## src/logic/ntc_pkg.sv

```systemverilog
// Constants shared by the network time counter design
package ntc_pkg;
    // ========================================================
    // Time-base layout
    localparam int NS_W = 32;
    localparam int SUB_W = 20;
    localparam int SEC_W = 48;
    localparam int INC_W = 26;
    localparam int ACC_W = NS_W + SUB_W;
    localparam logic [NS_W-1:0] NS_PER_SEC = 32'h3B9ACA00;
    localparam logic [NS_W-1:0] NS_PER_HALF_8K = 32'h0000F424;
    localparam logic [NS_W-1:0] NS_STEP_MAX = 32'h00000040;
    // ========================================================
    // Clock rate and default increment
    localparam int CLK_PERIOD_NS = 10;
    localparam logic [INC_W-1:0] INC_RESET =
        INC_W'(CLK_PERIOD_NS) << SUB_W;
    // ========================================================
    // Register byte offsets on the APB bus
    localparam int ADDR_W = 8;
    localparam logic [ADDR_W-1:0] OFS_INC = 8'h00;
    localparam logic [ADDR_W-1:0] OFS_NS_OFF = 8'h04;
    localparam logic [ADDR_W-1:0] OFS_SEC_OFF_LO = 8'h08;
    localparam logic [ADDR_W-1:0] OFS_SEC_OFF_HI = 8'h0C;
    localparam logic [ADDR_W-1:0] OFS_NS_NOW = 8'h10;
    localparam logic [ADDR_W-1:0] OFS_SEC_NOW_LO = 8'h14;
    localparam logic [ADDR_W-1:0] OFS_SEC_NOW_HI = 8'h18;
    localparam logic [ADDR_W-1:0] OFS_FREE_NS = 8'h1C;
endpackage : ntc_pkg

```

## src/logic/network_time_counter.sv

```systemverilog
// Network time counter with APB register access
//
// Implementation choices: register access over APB and the register addresses.
`timescale 1ns/1ps
// ============================================================
module network_time_counter
    import ntc_pkg::*;
(
    input wire logic clk_sys,
    input wire logic reset,
    input wire logic clk_en,
    input wire logic [ADDR_W-1:0] paddr,
    input wire logic psel,
    input wire logic penable,
    input wire logic pwrite,
    input wire logic [31:0] pwdata,
    input wire logic [3:0] pstrb,
    output logic [31:0] prdata,
    output logic pready,
    output logic pslverr,
    output logic [NS_W-1:0] rtc_ns,
    output logic [SEC_W-1:0] rtc_sec,
    output logic eight_khz_output
);

    // ========================================================
    // Registers
    logic [INC_W-1:0] inc_reg;
    logic [NS_W-1:0] ns_off_reg;
    logic [SEC_W-1:0] sec_off_reg;
    logic [NS_W-1:0] free_ns_reg;
    logic [SUB_W-1:0] free_sub_reg;
    logic [SEC_W-1:0] free_sec_reg;
    logic [NS_W-1:0] sync_ns_reg;
    logic [SEC_W-1:0] sync_sec_reg;
    logic eight_khz_reg;
    logic [31:0] prdata_reg;
    logic pready_reg;
    logic pslverr_reg;

    logic [ACC_W-1:0] acc_sum;
    logic [NS_W:0] free_ns_raw;
    logic free_wrap;
    logic [NS_W-1:0] free_ns_next;
    logic [SEC_W-1:0] free_sec_next;
    logic [NS_W:0] sync_ns_raw;
    logic sync_wrap;
    logic [NS_W-1:0] sync_ns_next;
    logic [SEC_W-1:0] sync_sec_next;
    logic [NS_W-1:0] slot_next;
    logic setup_phase;
    logic write_hit;
    logic addr_ok;
    logic [31:0] rd_mux;

    // Byte-lane merge for partial APB writes
    function automatic logic [31:0] merge_bytes(
        input logic [31:0] old_val,
        input logic [31:0] new_val,
        input logic [3:0] strb
    );
        logic [31:0] res;
        res = old_val;
        for (int b = 0; b < 4; b++) begin
            if (strb[b]) begin
                res[b*8 +: 8] = new_val[b*8 +: 8];
            end
        end
        return res;
    endfunction : merge_bytes

    // ========================================================
    // Controlled-frequency counter arithmetic
    // Increment is 64 ns at most, so one subtraction covers any wrap
    always_comb begin
        acc_sum = {free_ns_reg, free_sub_reg} + ACC_W'(inc_reg);
        free_ns_raw = {1'b0, acc_sum[ACC_W-1:SUB_W]};
        free_wrap = free_ns_raw >= {1'b0, NS_PER_SEC};
        if (free_wrap) begin
            free_ns_next = NS_W'(free_ns_raw - {1'b0, NS_PER_SEC});
            free_sec_next = free_sec_reg + SEC_W'(1);
        end else begin
            free_ns_next = free_ns_raw[NS_W-1:0];
            free_sec_next = free_sec_reg;
        end
    end

    // Free-running counter, cleared only by reset
    always_ff @(posedge clk_sys or posedge reset) begin
        if (reset) begin
            free_ns_reg <= '0;
            free_sub_reg <= '0;
            free_sec_reg <= '0;
        end else if (clk_en) begin
            free_ns_reg <= free_ns_next;
            free_sub_reg <= acc_sum[SUB_W-1:0];
            free_sec_reg <= free_sec_next;
        end
    end

    // ========================================================
    // Synchronized time: free counter plus software offsets
    // Offset is expected below one second; larger wraps only once
    always_comb begin
        sync_ns_raw = {1'b0, free_ns_reg} + {1'b0, ns_off_reg};
        sync_wrap = sync_ns_raw >= {1'b0, NS_PER_SEC};
        if (sync_wrap) begin
            sync_ns_next = NS_W'(sync_ns_raw - {1'b0, NS_PER_SEC});
        end else begin
            sync_ns_next = sync_ns_raw[NS_W-1:0];
        end
        sync_sec_next = free_sec_reg + sec_off_reg
            + SEC_W'(sync_wrap);
        slot_next = sync_ns_next / NS_PER_HALF_8K;
    end

    // Registered step-2 sums and the 8 kHz phase
    always_ff @(posedge clk_sys or posedge reset) begin
        if (reset) begin
            sync_ns_reg <= '0;
            sync_sec_reg <= '0;
            eight_khz_reg <= 1'b0;
        end else if (clk_en) begin
            sync_ns_reg <= sync_ns_next;
            sync_sec_reg <= sync_sec_next;
            eight_khz_reg <= slot_next[0];
        end
    end

    // ========================================================
    // APB slave: answer is prepared in setup, no wait states
    assign setup_phase = psel && !penable;
    assign write_hit = psel && penable && pwrite && pready_reg;

    always_comb begin
        addr_ok = 1'b1;
        case (paddr)
            OFS_INC: rd_mux = 32'(inc_reg);
            OFS_NS_OFF: rd_mux = ns_off_reg;
            OFS_SEC_OFF_LO: rd_mux = sec_off_reg[31:0];
            OFS_SEC_OFF_HI: rd_mux = 32'(sec_off_reg[SEC_W-1:32]);
            OFS_NS_NOW: rd_mux = sync_ns_reg;
            OFS_SEC_NOW_LO: rd_mux = sync_sec_reg[31:0];
            OFS_SEC_NOW_HI: rd_mux = 32'(sync_sec_reg[SEC_W-1:32]);
            OFS_FREE_NS: rd_mux = free_ns_reg;
            default: begin
                rd_mux = '0;
                addr_ok = 1'b0;
            end
        endcase
    end

    // Bus answer flops
    always_ff @(posedge clk_sys or posedge reset) begin
        if (reset) begin
            prdata_reg <= '0;
            pready_reg <= 1'b0;
            pslverr_reg <= 1'b0;
        end else if (clk_en) begin
            pready_reg <= setup_phase;
            pslverr_reg <= setup_phase && !addr_ok;
            if (setup_phase && !pwrite) begin
                prdata_reg <= rd_mux;
            end
        end
    end

    // Software-writable controls; read-only words ignore writes
    always_ff @(posedge clk_sys or posedge reset) begin
        if (reset) begin
            inc_reg <= INC_RESET;
            ns_off_reg <= '0;
            sec_off_reg <= '0;
        end else if (clk_en && write_hit) begin
            case (paddr)
                OFS_INC: inc_reg <= INC_W'(merge_bytes(
                    32'(inc_reg), pwdata, pstrb));
                OFS_NS_OFF: ns_off_reg <=
                    merge_bytes(ns_off_reg, pwdata, pstrb);
                OFS_SEC_OFF_LO: sec_off_reg[31:0] <=
                    merge_bytes(sec_off_reg[31:0], pwdata, pstrb);
                OFS_SEC_OFF_HI: sec_off_reg[SEC_W-1:32] <= 16'(merge_bytes(
                    32'(sec_off_reg[SEC_W-1:32]), pwdata, pstrb));
                default: ;
            endcase
        end
    end

    // Outputs straight from flops
    assign prdata = prdata_reg;
    assign pready = pready_reg;
    assign pslverr = pslverr_reg;
    assign rtc_ns = sync_ns_reg;
    assign rtc_sec = sync_sec_reg;
    assign eight_khz_output = eight_khz_reg;

    // ========================================================
    // Checks on the time base
    property p_free_ns_range;
        @(posedge clk_sys) disable iff (reset)
        free_ns_reg < NS_PER_SEC;
    endproperty
    a_free_ns_range: assert property (p_free_ns_range)
        else $error("free ns reached one second");

    // Sampled reset keeps the release edge, still in reset, out
    property p_free_adv;
        @(posedge clk_sys) disable iff (reset)
        !reset && clk_en && !free_wrap |=>
        {free_ns_reg, free_sub_reg} ==
        $past({free_ns_reg, free_sub_reg}) + ACC_W'($past(inc_reg));
    endproperty
    a_free_adv: assert property (p_free_adv)
        else $error("free counter did not gain increment");

    property p_sec_adv;
        @(posedge clk_sys) disable iff (reset)
        clk_en && free_wrap |=>
        free_sec_reg == $past(free_sec_reg) + SEC_W'(1);
    endproperty
    a_sec_adv: assert property (p_sec_adv)
        else $error("seconds did not advance on wrap");

    property p_sec_wrap;
        @(posedge clk_sys) disable iff (reset)
        clk_en && !free_wrap |=> free_sec_reg == $past(free_sec_reg);
    endproperty
    a_sec_wrap: assert property (p_sec_wrap)
        else $error("seconds changed without ns wrap");

    property p_step_limit;
        @(posedge clk_sys) disable iff (reset)
        clk_en && !free_wrap |=>
        free_ns_reg - $past(free_ns_reg) <= NS_STEP_MAX;
    endproperty
    a_step_limit: assert property (p_step_limit)
        else $error("ns step above 64 ns");

    property p_sync_ns;
        @(posedge clk_sys) disable iff (reset)
        clk_en && !sync_wrap |=>
        sync_ns_reg == $past(free_ns_reg) + $past(ns_off_reg);
    endproperty
    a_sync_ns: assert property (p_sync_ns)
        else $error("synced ns not free plus offset");

    property p_sync_sec;
        @(posedge clk_sys) disable iff (reset)
        clk_en |=> sync_sec_reg == $past(free_sec_reg)
            + $past(sec_off_reg) + SEC_W'($past(sync_wrap));
    endproperty
    a_sync_sec: assert property (p_sync_sec)
        else $error("synced seconds mismatch");

    property p_khz;
        @(posedge clk_sys) disable iff (reset)
        clk_en |=> eight_khz_output ==
            $past(sync_ns_next / NS_PER_HALF_8K) % 2;
    endproperty
    a_khz: assert property (p_khz)
        else $error("8 kHz phase wrong");

    property p_off_write;
        @(posedge clk_sys) disable iff (reset)
        clk_en && write_hit && paddr == OFS_NS_OFF && pstrb == 4'hF
        |=> ns_off_reg == $past(pwdata);
    endproperty
    a_off_write: assert property (p_off_write)
        else $error("ns offset write lost");

    property p_sub_step;
        @(posedge clk_sys) disable iff (reset)
        !reset && clk_en |=>
        free_sub_reg == $past(free_sub_reg) + $past(inc_reg[SUB_W-1:0]);
    endproperty
    a_sub_step: assert property (p_sub_step)
        else $error("fraction did not gain low increment bits");

    // Holds only while software keeps the offset below one second
    property p_sync_range;
        @(posedge clk_sys) disable iff (reset)
        !reset && clk_en && ns_off_reg < NS_PER_SEC |=>
        rtc_ns < NS_PER_SEC;
    endproperty
    a_sync_range: assert property (p_sync_range)
        else $error("synced ns left the one second range");

    property p_khz_hold;
        @(posedge clk_sys) disable iff (reset)
        !reset && clk_en &&
        sync_ns_next / NS_PER_HALF_8K == sync_ns_reg / NS_PER_HALF_8K
        |=> $stable(eight_khz_output);
    endproperty
    a_khz_hold: assert property (p_khz_hold)
        else $error("8 kHz output moved inside one slot");

endmodule : network_time_counter

```

## config.mk

```make
export PLATFORM = sky130hd
export DESIGN_NAME = network_time_counter
export DESIGN_NICKNAME = d
export VERILOG_FILES = /design/src/logic/ntc_pkg.sv /design/src/logic/network_time_counter.sv
export SDC_FILE = /design/constraint.sdc
export NUM_CORES = 1
export LEC_CHECK = 0
export BUFFER_PORTS_ARGS = -buffer_cell sky130_fd_sc_hd__clkbuf_2
export CAP_MARGIN = 20
export CORE_MARGIN = 10
export CORE_UTILIZATION = 46
export CTS_CLUSTER_SIZE = 14
export DETAILED_ROUTE_END_ITERATION = 10
export HOLD_SLACK_MARGIN = 0.05
export PLACE_DENSITY = 0.67
export RECOVER_POWER = 100
export SLEW_MARGIN = 15
export SYNTH_ARGS = -nofsm -noshare
export SYNTH_HDL_FRONTEND = slang
export SYNTH_SLANG_ARGS = --single-unit
```

## constraint.sdc

```tcl
create_clock -name clk_sys -period 56.2 [get_ports clk_sys]
set_clock_uncertainty 0.15 [all_clocks]
set_input_delay 2.81 -clock clk_sys [delete_from_list [all_inputs] [get_ports clk_sys]]
set_output_delay 2.81 -clock clk_sys [all_outputs]
set_load 0.02 [all_outputs]
```

==> results.json <==
{
  "cts_root_buffer": "clkbuf_16",
  "grt_usage_pct": 23.9,
  "gr-total-overflow": 0,
  "wire_per_inst_um": 21.3,
  "critPathLaunchType": "flip-flop",
  "rrSetupSlack_ns": 30.68,
  "post_cts_buffers": 0,
  "wl_met3_um": 4900,
  "firstDrtPassIters": 6,
  "totalWireLength_um": 93200,
  "max_stage_delay_ns": 1.27,
  "synth_mux_area_share_pct": 9.13,
  "synth_warnings": 0,
  "synth_top_flop_cell": "dfrtp_1",
  "synthCells": 3408,
  "endpoint": "eight_khz_output",
  "row_count": 92,
  "drt.antenna.violating_nets": 0,
  "worstSetupEndpointType": "flip-flop",
  "grt_max_degree": 101,
  "grt_pass1_wl_um": 147000,
  "final_max_slew_viol_count": 579,
  "critical_path_required_ns": 56.50,
  "yosys.area_share.simple_pct": 19.1,
  "ys_types": 136,
  "critPathMostFrequentCell": "mux2i_1",
  "critPathKind": "flip-flop to flip-flop",
  "place_congestion": 0.948,
  "cts.path.max_buffers": 3,
  "worstSkewPairLatency_ns": 0.55,
  "ys_ff_latch": 321,
  "start_util_pct": 46.6,
  "status": "complete, but fails checks",
  "die_width_um": 273,
  "violations": "capacitance limit, slew limit",
  "layout_common_cells": "dfrtp_1 (319), nor2_1 (296), nand2_1 (252), xnor2_1 (223), a21oi_1 (214)",
  "drive_above_1_share_pct": 13.1,
  "viasPerCell": 6.34,
  "hold_class": "flip-flop to flip-flop",
  "setup_viol": 0,
  "finalHoldViolations": 0,
  "drt_iter0_drc": 2278,
  "coreArea_um2": 63200,
  "slew_headroom_pct": -200,
  "cp.arrival_ns": 25.82,
  "cts_sinks": 321,
  "io_buffers": 164,
  "num-nets-final": 3671,
  "htreeDepth": 2,
  "synthAdderAreaFrac_pct": 5.34,
  "antenna_found_initial": 0,
  "syn_to_final_growth_pct": 8.82,
  "cts_hold_buf": 0,
  "dpl_cell_area_um2": 31000,
  "slowest_stage": "a21boi_0",
  "synthArstFlopShare_pct": 100,
  "synth_edf_count": 0,
  "layout_commonest_cell": "dfrtp_1",
  "synth.avg_cell_area_um2": 8.63,
  "worst_r2r_path_depth": 72,
  "crit_start": "free_ns_reg[3]",
  "hpwl_um": 72200,
  "synth_xor_area_share_pct": 9.34,
  "cts_tree": "built",
  "num_antenna_cells": 0,
  "grt_pass1_vias": 26200,
  "pin_count": 165,
  "fmax_mhz": 39.2,
  "route.met2.wl_um": 44000,
  "cts_buffers": 35,
  "crit_fanout": 16,
  "synth_top_family_by_area": "compound AO/OA/AOI/OAI gates",
  "stdcell_area_um2": 32000,
  "die_h_um": 273,
  "rsz0062_at_grt": "false",
  "wl_met1_um": 41400,
  "min_period_ns": 25.52,
  "vias": 27800,
  "cts_resized": 0,
  "synth_compound_area_share_pct": 26.9,
  "r2r_end": "eight_khz_output",
  "ys_seq_area_share_pct": 27.3,
  "post-route-period-util_pct": 45.4,
  "syn_nets": 3569,
  "drc": 0,
  "dieArea_um2": 74500,
  "timing.rr.start": "free_ns_reg[3]",
  "cap_violations": 10,
  "tightest_slew_ns": 4.47,
  "finalSetupTns_ns": 0,
  "syn_area_um2": 29400,
  "top_layer_used": "met4",
  "clk_pin_slew_ns": 0.08
}
-- worst min-delay path by stage --
stage | startpoint | to | slack (ns) | depth (start not counted)
final | pslverr | pslverr | 0.34 | 1
after global routing | free_sec_reg[41] | free_sec_reg[41] | 0.37 | 1
after CTS | pslverr | pslverr | 0.34 | 1
after detailed placement | pslverr | pslverr | 0.32 | 1
after floorplan | free_sec_reg[41] | free_sec_reg[41] | 0.31 | 1
after global placement | pslverr | pslverr | 0.32 | 1
-- logic make-up after synthesis --
logic type,count (synthesis)
xor gates and xnor gates,307
DFF,321
adders and majority gates,126
muxes,241
buffers and inverters,208
AOI/OAI and AO/OA,1085
and+or+nand+nor,1120
-- cells in the mapped netlist (51+ instances only) --
library cell  number  area share, %
a21oi_1          214            3.6
a221oi_1          54            1.6
a31oi_1           62            1.3
and3_1            51            1.1
clkbuf_1          81            1.0
dfrtp_1          319             27
ha_1             107            4.6
inv_1             75           0.96
mux2_2           200            7.7
nand2_1          252            3.2
nand3_1          103            1.8
nor2_1           300            3.8
nor3_1           117            2.0
o21a_1            60            1.5
o21ai_0          116            2.0
o21bai_1          51            1.3
xnor2_1          223            6.6
xor2_1            76            2.3
-- metrics by stage --
step           setup WS [ns]  cells  hold WS [ns]  util (%)
6_report               30.68   4382         0.342      50.7
5_1_grt                28.67   4382         0.367      50.7
4_1_cts                32.22   4379         0.344      51.0
3_5_place_dp           32.33   4316         0.322      49.0
3_3_place_gp           32.82   4315         0.323      49.0
2_1_floorplan          36.77   3408         0.309         -
-- metal layers --
metal | vias to the layer above | track usage, %
met2 | 946 | 40.0
met5 | - | 0
li1 | 13200 | -
met4 | 0 | 7.60
met3 | 149 | 2.37
met1 | 13500 | 32.1
-- critical path, delay by kind of cell (launching register included) --
| family | cells | cell delay (ns) |
|---|---|---|
| AOI/OAI and AO/OA | 40 | 15.43 |
| and+or+nand+nor | 17 | 4.81 |
| muxes | 6 | 2.31 |
| adders and majority gates | 4 | 1.29 |
| xor gates and xnor gates | 3 | 0.72 |
| DFF | 1 | 0.47 |
| buffers and inverters | 2 | 0.20 |
-- cell type report --
class | count | area (um2)
fillers | 6022 | 31200
clock buffers | 47 | 992
well taps | 846 | 1060
multi-input cells | 2879 | 20500
flip-flops and latches | 321 | 8040
clock inverters | 16 | 239
inverters | 78 | 294
repair buffers | 195 | 852
Power is not shown: default switching activity piles up to over one toggle a cycle in this logic, so the estimate is an artifact.
